$ cat config.mk
export PLATFORM = sky130hd
export DESIGN_NAME = plsb_status_regs
export DESIGN_NICKNAME = d
export VERILOG_FILES = /design/src/hdl/plsb_pkg.sv /design/src/hdl/plsb_sync.sv /design/src/hdl/plsb_status_regs.sv
export SDC_FILE = /design/constraint.sdc
export NUM_CORES = 1
export LEC_CHECK = 0
export BUFFER_PORTS_ARGS = -buffer_cell sky130_fd_sc_hd__buf_2
export CAP_MARGIN = 40
export CORE_ASPECT_RATIO = 1.2
export CORE_MARGIN = 1
export CORE_UTILIZATION = 32
export CTS_BUF_LIST = sky130_fd_sc_hd__clkbuf_4 sky130_fd_sc_hd__clkbuf_8 sky130_fd_sc_hd__clkbuf_16
export DETAILED_ROUTE_END_ITERATION = 12
export GPL_ROUTABILITY_DRIVEN = 0
export HOLD_SLACK_MARGIN = 0.02
export PLACE_DENSITY = 0.61
export SYNTH_ARGS = -nofsm -noshare
export SYNTH_HDL_FRONTEND = slang
export SYNTH_SLANG_ARGS = --single-unit
export TNS_END_PERCENT = 30
$ cat constraint.sdc
create_clock -name clk -period 1.7 [get_ports clk]
set_input_delay 0.17 -clock clk [delete_from_list [all_inputs] [get_ports clk]]
set_output_delay 0.17 -clock clk [all_outputs]
set_load 0.02 [all_outputs]
$ cat src/hdl/plsb_pkg.sv
// Constants shared by the loop status and boot status register group.
package plsb_pkg;
    localparam int unsigned ADDR_W          = 12;
    localparam int unsigned DATA_W          = 8;
    localparam int unsigned SYNC_W          = 12;
    localparam int unsigned PHASE_W         = 16;
    localparam int unsigned IRQ_W           = 8;

    localparam logic [11:0] ADDR_REF_STATUS = 12'h205;
    localparam logic [11:0] ADDR_LOOP_STATE = 12'h206;
    localparam logic [11:0] ADDR_GPI        = 12'h219;
    localparam logic [11:0] ADDR_IRQ_SUM    = 12'h21a;
    localparam logic [11:0] ADDR_BOOT_FAIL  = 12'h21e;
    localparam logic [11:0] ADDR_EEP_STATUS = 12'h21f;

    // Bit positions inside the status bytes.
    localparam int unsigned POS_FB_LOSS     = 4;
    localparam int unsigned POS_NO_REF      = 3;
    localparam int unsigned POS_LOCKED      = 4;
    localparam int unsigned POS_IRQ_SUM     = 0;
    localparam int unsigned POS_BOOT_FAIL   = 0;
    localparam int unsigned POS_CRC_GOOD    = 3;
    localparam int unsigned POS_LOAD_DONE   = 0;

    localparam logic [2:0]  REF_NONE        = 3'h0;
    localparam logic [2:0]  REF_FIRST       = 3'h4;
    localparam logic [2:0]  REF_SECOND      = 3'h5;
    localparam logic [1:0]  STATE_FREE_RUN  = 2'h1;
    localparam logic [1:0]  STATE_NORMAL    = 2'h2;
    localparam logic [1:0]  STATE_HOLDOVER  = 2'h3;

    localparam logic [7:0]  RESET_BYTE      = 8'h00;
    localparam int unsigned SYNC_LATENCY    = 3;
endpackage

$ cat src/hdl/plsb_sync.sv
// Two flip-flop synchroniser for a vector of independent level signals.
`timescale 1ns/1ps
`default_nettype none
module plsb_sync #(
    parameter int unsigned W = 1
) (
    input  wire logic         clk,
    input  wire logic         reset_n,
    input  wire logic [W-1:0] async_in,
    output var  logic [W-1:0] sync_out
);
    logic [W-1:0] stage1;

    always_ff @(posedge clk)
    begin
        if (!reset_n)
        begin
            stage1   <= '0;
            sync_out <= '0;
        end
        else
        begin
            stage1   <= async_in;
            sync_out <= stage1;
        end
    end
endmodule
`default_nettype wire

$ cat src/hdl/plsb_status_regs.sv
// Read-only loop status, input level, interrupt summary and boot load status registers.
`timescale 1ns/1ps
`default_nettype none
// How it works
// The feedback-loss flag reads 1 while the loop has lost its feedback reference and 0 otherwise.
// The no-valid-reference flag reads 1 when no input reference is valid and 0 when any is.
// The selected reference reads 100 for the first input, 101 for the second and 000 when none.
// The locked bit is set while the phase error magnitude is below the programmed lock window.
// The locked bit stays clear whenever the loop runs in synthesizer mode.
// The loop state reads 01 free-run, 10 normal, 11 holdover, and never the reserved 00.
// The general-input register returns the level of each of four pins configured as input.
// The summary bit is 1 and the interrupt pin pulled low while any enabled status bit is set.
// The boot-read-failed bit is set by a failed EEPROM read and held until reset.
// The load-complete bit is set when the EEPROM read cycle ends and held until reset.
// The active-low checksum bit drops to 0 on a CRC failure, locking the serial port until reset.
// The host writes zero to reserved bits and ignores their read value.
// Loop status follows the live loop with no snapshot, so fields may disagree mid-change.
// Loop and pin-level sources pass through two flip-flops before they can be read; phase error, interrupt and EEPROM inputs do not.
module plsb_status_regs
    import plsb_pkg::*;
(
    input  wire logic               clk,
    input  wire logic               reset_n,
    input  wire logic               feedback_lost,
    input  wire logic [1:0]         ref_valid,
    input  wire logic               ref_selected,
    input  wire logic               ref_second_sel,
    input  wire logic               synth_mode,
    input  wire logic               state_normal,
    input  wire logic               state_holdover,
    input  wire logic [PHASE_W-1:0] phase_err_mag,
    input  wire logic [PHASE_W-1:0] lock_window,
    input  wire logic [3:0]         gpio_level,
    input  wire logic [3:0]         gpio_is_input,
    input  wire logic [IRQ_W-1:0]   irq_status,
    input  wire logic [IRQ_W-1:0]   irq_enable,
    input  wire logic               eeprom_read_fail,
    input  wire logic               eeprom_read_done,
    input  wire logic               eeprom_crc_fail,
    input  wire logic               rd_en,
    input  wire logic [ADDR_W-1:0]  rd_addr,
    output var  logic [DATA_W-1:0]  rd_data,
    output var  logic               rd_valid,
    output var  logic               irq_pin_n_o,
    output var  logic               irq_pin_n_oe,
    output var  logic               serial_port_locked
);
    logic [SYNC_W-1:0] raw_vec;
    logic [SYNC_W-1:0] sync_vec;
    logic [3:0]        gpi_s;
    logic              fb_lost_s;
    logic [1:0]        ref_valid_s;
    logic              ref_sel_s;
    logic              ref_second_s;
    logic              synth_s;
    logic              normal_s;
    logic              hold_s;

    logic              feedback_loss_flag;
    logic              no_valid_reference;
    logic [2:0]        selected_reference_code;
    logic              loop_locked;
    logic [1:0]        loop_state_code;
    logic [3:0]        general_input_levels;
    logic              irq_summary;
    logic              boot_read_failed;
    logic              config_load_complete;
    logic              config_checksum_good;

    logic [2:0]        next_ref_code;
    logic [1:0]        next_state_code;
    logic              next_locked;
    logic              next_irq_summary;
    logic [7:0]        reg_ref_status;
    logic [7:0]        reg_loop_state;
    logic [7:0]        reg_gpi;
    logic [7:0]        reg_irq_sum;
    logic [7:0]        reg_boot_fail;
    logic [7:0]        reg_eep_status;
    logic [7:0]        next_rd_data;

    assign raw_vec = {gpio_level, feedback_lost, ref_valid, ref_selected, ref_second_sel,
                      synth_mode, state_normal, state_holdover};

    plsb_sync #(
        .W(SYNC_W)
    ) u_sync (
        .clk      (clk),
        .reset_n  (reset_n),
        .async_in (raw_vec),
        .sync_out (sync_vec)
    );

    assign {gpi_s, fb_lost_s, ref_valid_s, ref_sel_s, ref_second_s, synth_s, normal_s,
            hold_s} = sync_vec;

    assign next_ref_code    = !ref_sel_s   ? REF_NONE :
                              ref_second_s ? REF_SECOND : REF_FIRST;
    // Holdover wins over normal; anything else is shown as free-run, never 00.
    assign next_state_code  = hold_s   ? STATE_HOLDOVER :
                              normal_s ? STATE_NORMAL : STATE_FREE_RUN;
    assign next_locked      = !synth_s && (phase_err_mag < lock_window);
    assign next_irq_summary = |(irq_status & irq_enable);

    // Loop fields are refreshed every cycle from the live sources, never frozen on read.
    always_ff @(posedge clk)
    begin
        if (!reset_n)
        begin
            feedback_loss_flag      <= 1'b0;
            no_valid_reference      <= 1'b0;
            selected_reference_code <= REF_NONE;
            loop_locked             <= 1'b0;
            loop_state_code         <= STATE_FREE_RUN;
            general_input_levels    <= 4'h0;
            irq_summary             <= 1'b0;
        end
        else
        begin
            feedback_loss_flag      <= fb_lost_s;
            no_valid_reference      <= ~|ref_valid_s;
            selected_reference_code <= next_ref_code;
            loop_locked             <= next_locked;
            loop_state_code         <= next_state_code;
            general_input_levels    <= gpi_s & gpio_is_input;
            irq_summary             <= next_irq_summary;
        end
    end

    // Boot results are sticky; only reset clears them.
    always_ff @(posedge clk)
    begin
        if (!reset_n)
        begin
            boot_read_failed     <= 1'b0;
            config_load_complete <= 1'b0;
            config_checksum_good <= 1'b1;
        end
        else
        begin
            boot_read_failed     <= boot_read_failed | eeprom_read_fail;
            config_load_complete <= config_load_complete | eeprom_read_done;
            config_checksum_good <= config_checksum_good & ~eeprom_crc_fail;
        end
    end

    // Reserved bit positions read back as zero.
    assign reg_ref_status = {3'h0, feedback_loss_flag, no_valid_reference,
                             selected_reference_code};
    assign reg_loop_state = {3'h0, loop_locked, 2'h0, loop_state_code};
    assign reg_gpi        = {4'h0, general_input_levels};
    assign reg_irq_sum    = {7'h00, irq_summary};
    assign reg_boot_fail  = {7'h00, boot_read_failed};
    assign reg_eep_status = {4'h0, config_checksum_good, 2'h0, config_load_complete};

    assign next_rd_data = (rd_addr == ADDR_REF_STATUS) ? reg_ref_status :
                          (rd_addr == ADDR_LOOP_STATE) ? reg_loop_state :
                          (rd_addr == ADDR_GPI)        ? reg_gpi :
                          (rd_addr == ADDR_IRQ_SUM)    ? reg_irq_sum :
                          (rd_addr == ADDR_BOOT_FAIL)  ? reg_boot_fail :
                          (rd_addr == ADDR_EEP_STATUS) ? reg_eep_status : RESET_BYTE;

    always_ff @(posedge clk)
    begin
        if (!reset_n)
        begin
            rd_data            <= RESET_BYTE;
            rd_valid           <= 1'b0;
            irq_pin_n_o        <= 1'b0;
            irq_pin_n_oe       <= 1'b0;
            serial_port_locked <= 1'b0;
        end
        else
        begin
            rd_valid           <= rd_en;
            if (rd_en)
            begin
                rd_data <= next_rd_data;
            end
            irq_pin_n_o        <= 1'b0;
            irq_pin_n_oe       <= next_irq_summary;
            serial_port_locked <= ~config_checksum_good | eeprom_crc_fail;
        end
    end

    // Cycles since reset release, saturating, so checks skip the synchroniser fill.
    logic [2:0] warm;
    always_ff @(posedge clk)
    begin
        if (!reset_n)
        begin
            warm <= 3'h0;
        end
        else if (warm != 3'h7)
        begin
            warm <= warm + 3'h1;
        end
    end
endmodule
`default_nettype wire

==> flow_summary.toml <==
[status]
status = "complete, no violations"

[floorplanning]
die_area_mm2 = 0.00629
rows = 30
dieHeight_um = 86.7
core_area_mm2 = 0.00571
start_util_pct = 33.5
ios = 94
die_width_um = 72.6

[yosys]
avgSynthCellArea_um2 = 9.66
ys_seq_elements = 46
synth_flop_cell = "dfxtp_1"
synth_edf_count = 0
ys_seq_area_share_pct = 48.2
synth_area_mm2 = 0.00191
yosysUniqueCellTypes = 42
async_flop_share_pct = 0
syn_inst = 198
yosys_warnings = 0

[detailed_routing]
vias = 1617
drt_pass1_iterations = 4
routed_wl_um = 3770
wl_per_cell_um = 10.1
drt_iter0_markers = 58
drc_errors = 0
via_per_inst = 4.35
drtAntennaViolNets = 0

[setup_path]
endpoint_kind = "register"
crit_type = "in -> reg"
start_kind = "input port"
crit_required_ns = 1.93
cp.arrival_ns = 1.67
cp_max_fo = 5

[timing]
hold_viol = 0
max_slew.worst_pin.slew_ns = 0.488
slew_viol_final = 0
rsz0062_at_grt = "false"
slew_headroom_pct = 66.6
max_freq_mhz = 693
skew_ns = 0.00973
fin_crit_sh_pct = 84.8
fin_setup_tns_ns = 0
setup_slack_ns = 0.258
period_needed_ns = 1.44
setup_viol = 0

[cells_and_area]
multiInputGateArea_um2 = 881
fin_util_pct = 44.5
layout_common_cells = "buf_2 (89), dfxtp_1 (46), and2_1 (28), inv_1 (19), ha_1 (15)"
layout-drive-gt1-share_pct = 34.6
final_cells = 372
final_common_cell = "buf_2"
fin_nets = 388
n_antenna_cell = 0
ff_latch_area_um2 = 921
syn_to_final_growth_pct = 32.7
fillers = 619

[clocking]
htreeDepth = 2
tritoncts = "done"
post_cts_buffers = 0
ctsHoldBuffers = 0
cts_made_buffers = 5
post_cts_resized = 0
cts-root-buf = "clkbuf_8"
clock-sinks = 46
cts.path.max_buffers = 2
clk_pin_slew_ns = 0.09
clk_latency_ns = 0.29

[power_and_ir_drop]
leakage_nw = 1.27
ir_drop_v = 0.000503
power_density_mw_per_mm2 = 824
finalPower_mw = 2.09

[global_routing]
grt_pass1_vias = 1513
grt_overflow = 0
grt_antenna_before_repair = 0
grt_pass1_wl_um = 6130
grt_max_degree = 34
grt_use_total_pct = 12.6

[hold_path]
hp-class = "in -> reg"

[placed_design]
dp_hpwl_um = 3050
place_ws_ns = -0.0471
dp.cells = 364
io_buffers = 89

[job]
drv_cap = 0
[metrics by stage]
stage          hold WS, ns  area [um2]
2_1_floorplan        0.286        1920
3_3_place_gp         0.376        2440
3_5_place_dp         0.378        2440
4_1_cts             0.0667        2540
5_1_grt             0.0606        2540
6_report            0.0776        2540
[worst paths after layout]
kind,startpoint,to,slack (ns),depth (start not counted)
min reg2reg,u_sync.sync_out[5],no_valid_reference,0.40,1
max,rd_addr[11],rd_data[4],0.26,6
min,eeprom_read_done,config_load_complete,0.08,3
max reg2reg,config_load_complete,rd_data[0],0.58,5
[power breakdown]
part / switching [mW] / total [mW] / internal, mW / leakage [nW]
combinational: 0.120 / 0.263 / 0.142 / 0.839
clock: 0.342 / 0.693 / 0.352 / 0.0523
sequential: 0.0112 / 1.13 / 1.12 / 0.379
total: 0.473 / 2.09 / 1.62 / 1.27
[state kept, by name (all words and copies together), names as in the netlist]
name,count
serial_port_locked,1
irq_pin_n_oe,1
rd_valid,1
u_sync.sync_out,12
selected_reference_code,2
boot_read_failed,1
general_input_levels,4
rd_data,5
loop_state_code,2
feedback_loss_flag,1
u_sync.stage1,12
loop_locked,1
no_valid_reference,1
config_checksum_good,1
config_load_complete,1
[layout make-up]
class / instances / area share, %
Sequential cell: 46 / 36.3
Timing Repair Buffer: 91 / 18.2
Multi-Input combinational cell: 127 / 34.7
Clock buffer: 7 / 3.55
Tap cell: 80 / 3.95
Inverter: 20 / 2.96
Clock inverter: 1 / 0.345
[Yosys cell counts, drive strengths merged (3+ instances only)]
master	instances	share of area, %
dfxtp	46	48
a22oi	6	2.4
nor2	11	2.2
ha	15	9.8
and2	28	9.2
a31oi	3	0.98
a21oi	6	1.6
nand2b	6	2.0
buf	5	1.8
clkbuf	3	0.59
o21ai	3	0.79
nor2b	3	0.98
nand4	3	0.98
and3	6	2.0
nand3	4	1.0
inv	20	3.9
nand2	4	0.79
[metal layers]
metal  up-vias  part of all wire (%)  GRT usage, %
met4         0                   1.0          5.17
li1        851                     -             -
met3         4                   7.1          3.60
met1       707                    40          12.9
met5         -                     0             0
met2        55                    51          23.7
[cell families (layout without fill, tap and decap cells)]
logic type	Yosys count	count (layout)	share of synthesized area [%]
simple gates	76	76	23.7
flops	46	46	48.2
compound gates	31	31	11.3
buf+inv	28	119	6.35
fa+ha+maj	15	15	9.82
other cells	1	4	0.196
mux	1	1	0.524
[critical path: stages]
cell and delay [ns]:
buf_2 0.09, or4b_1 0.53, nor4_2 0.20, nand2_1 0.16, or3_1 0.39, a21oi_1 0.13
Power figures use the tool's default switching activity.
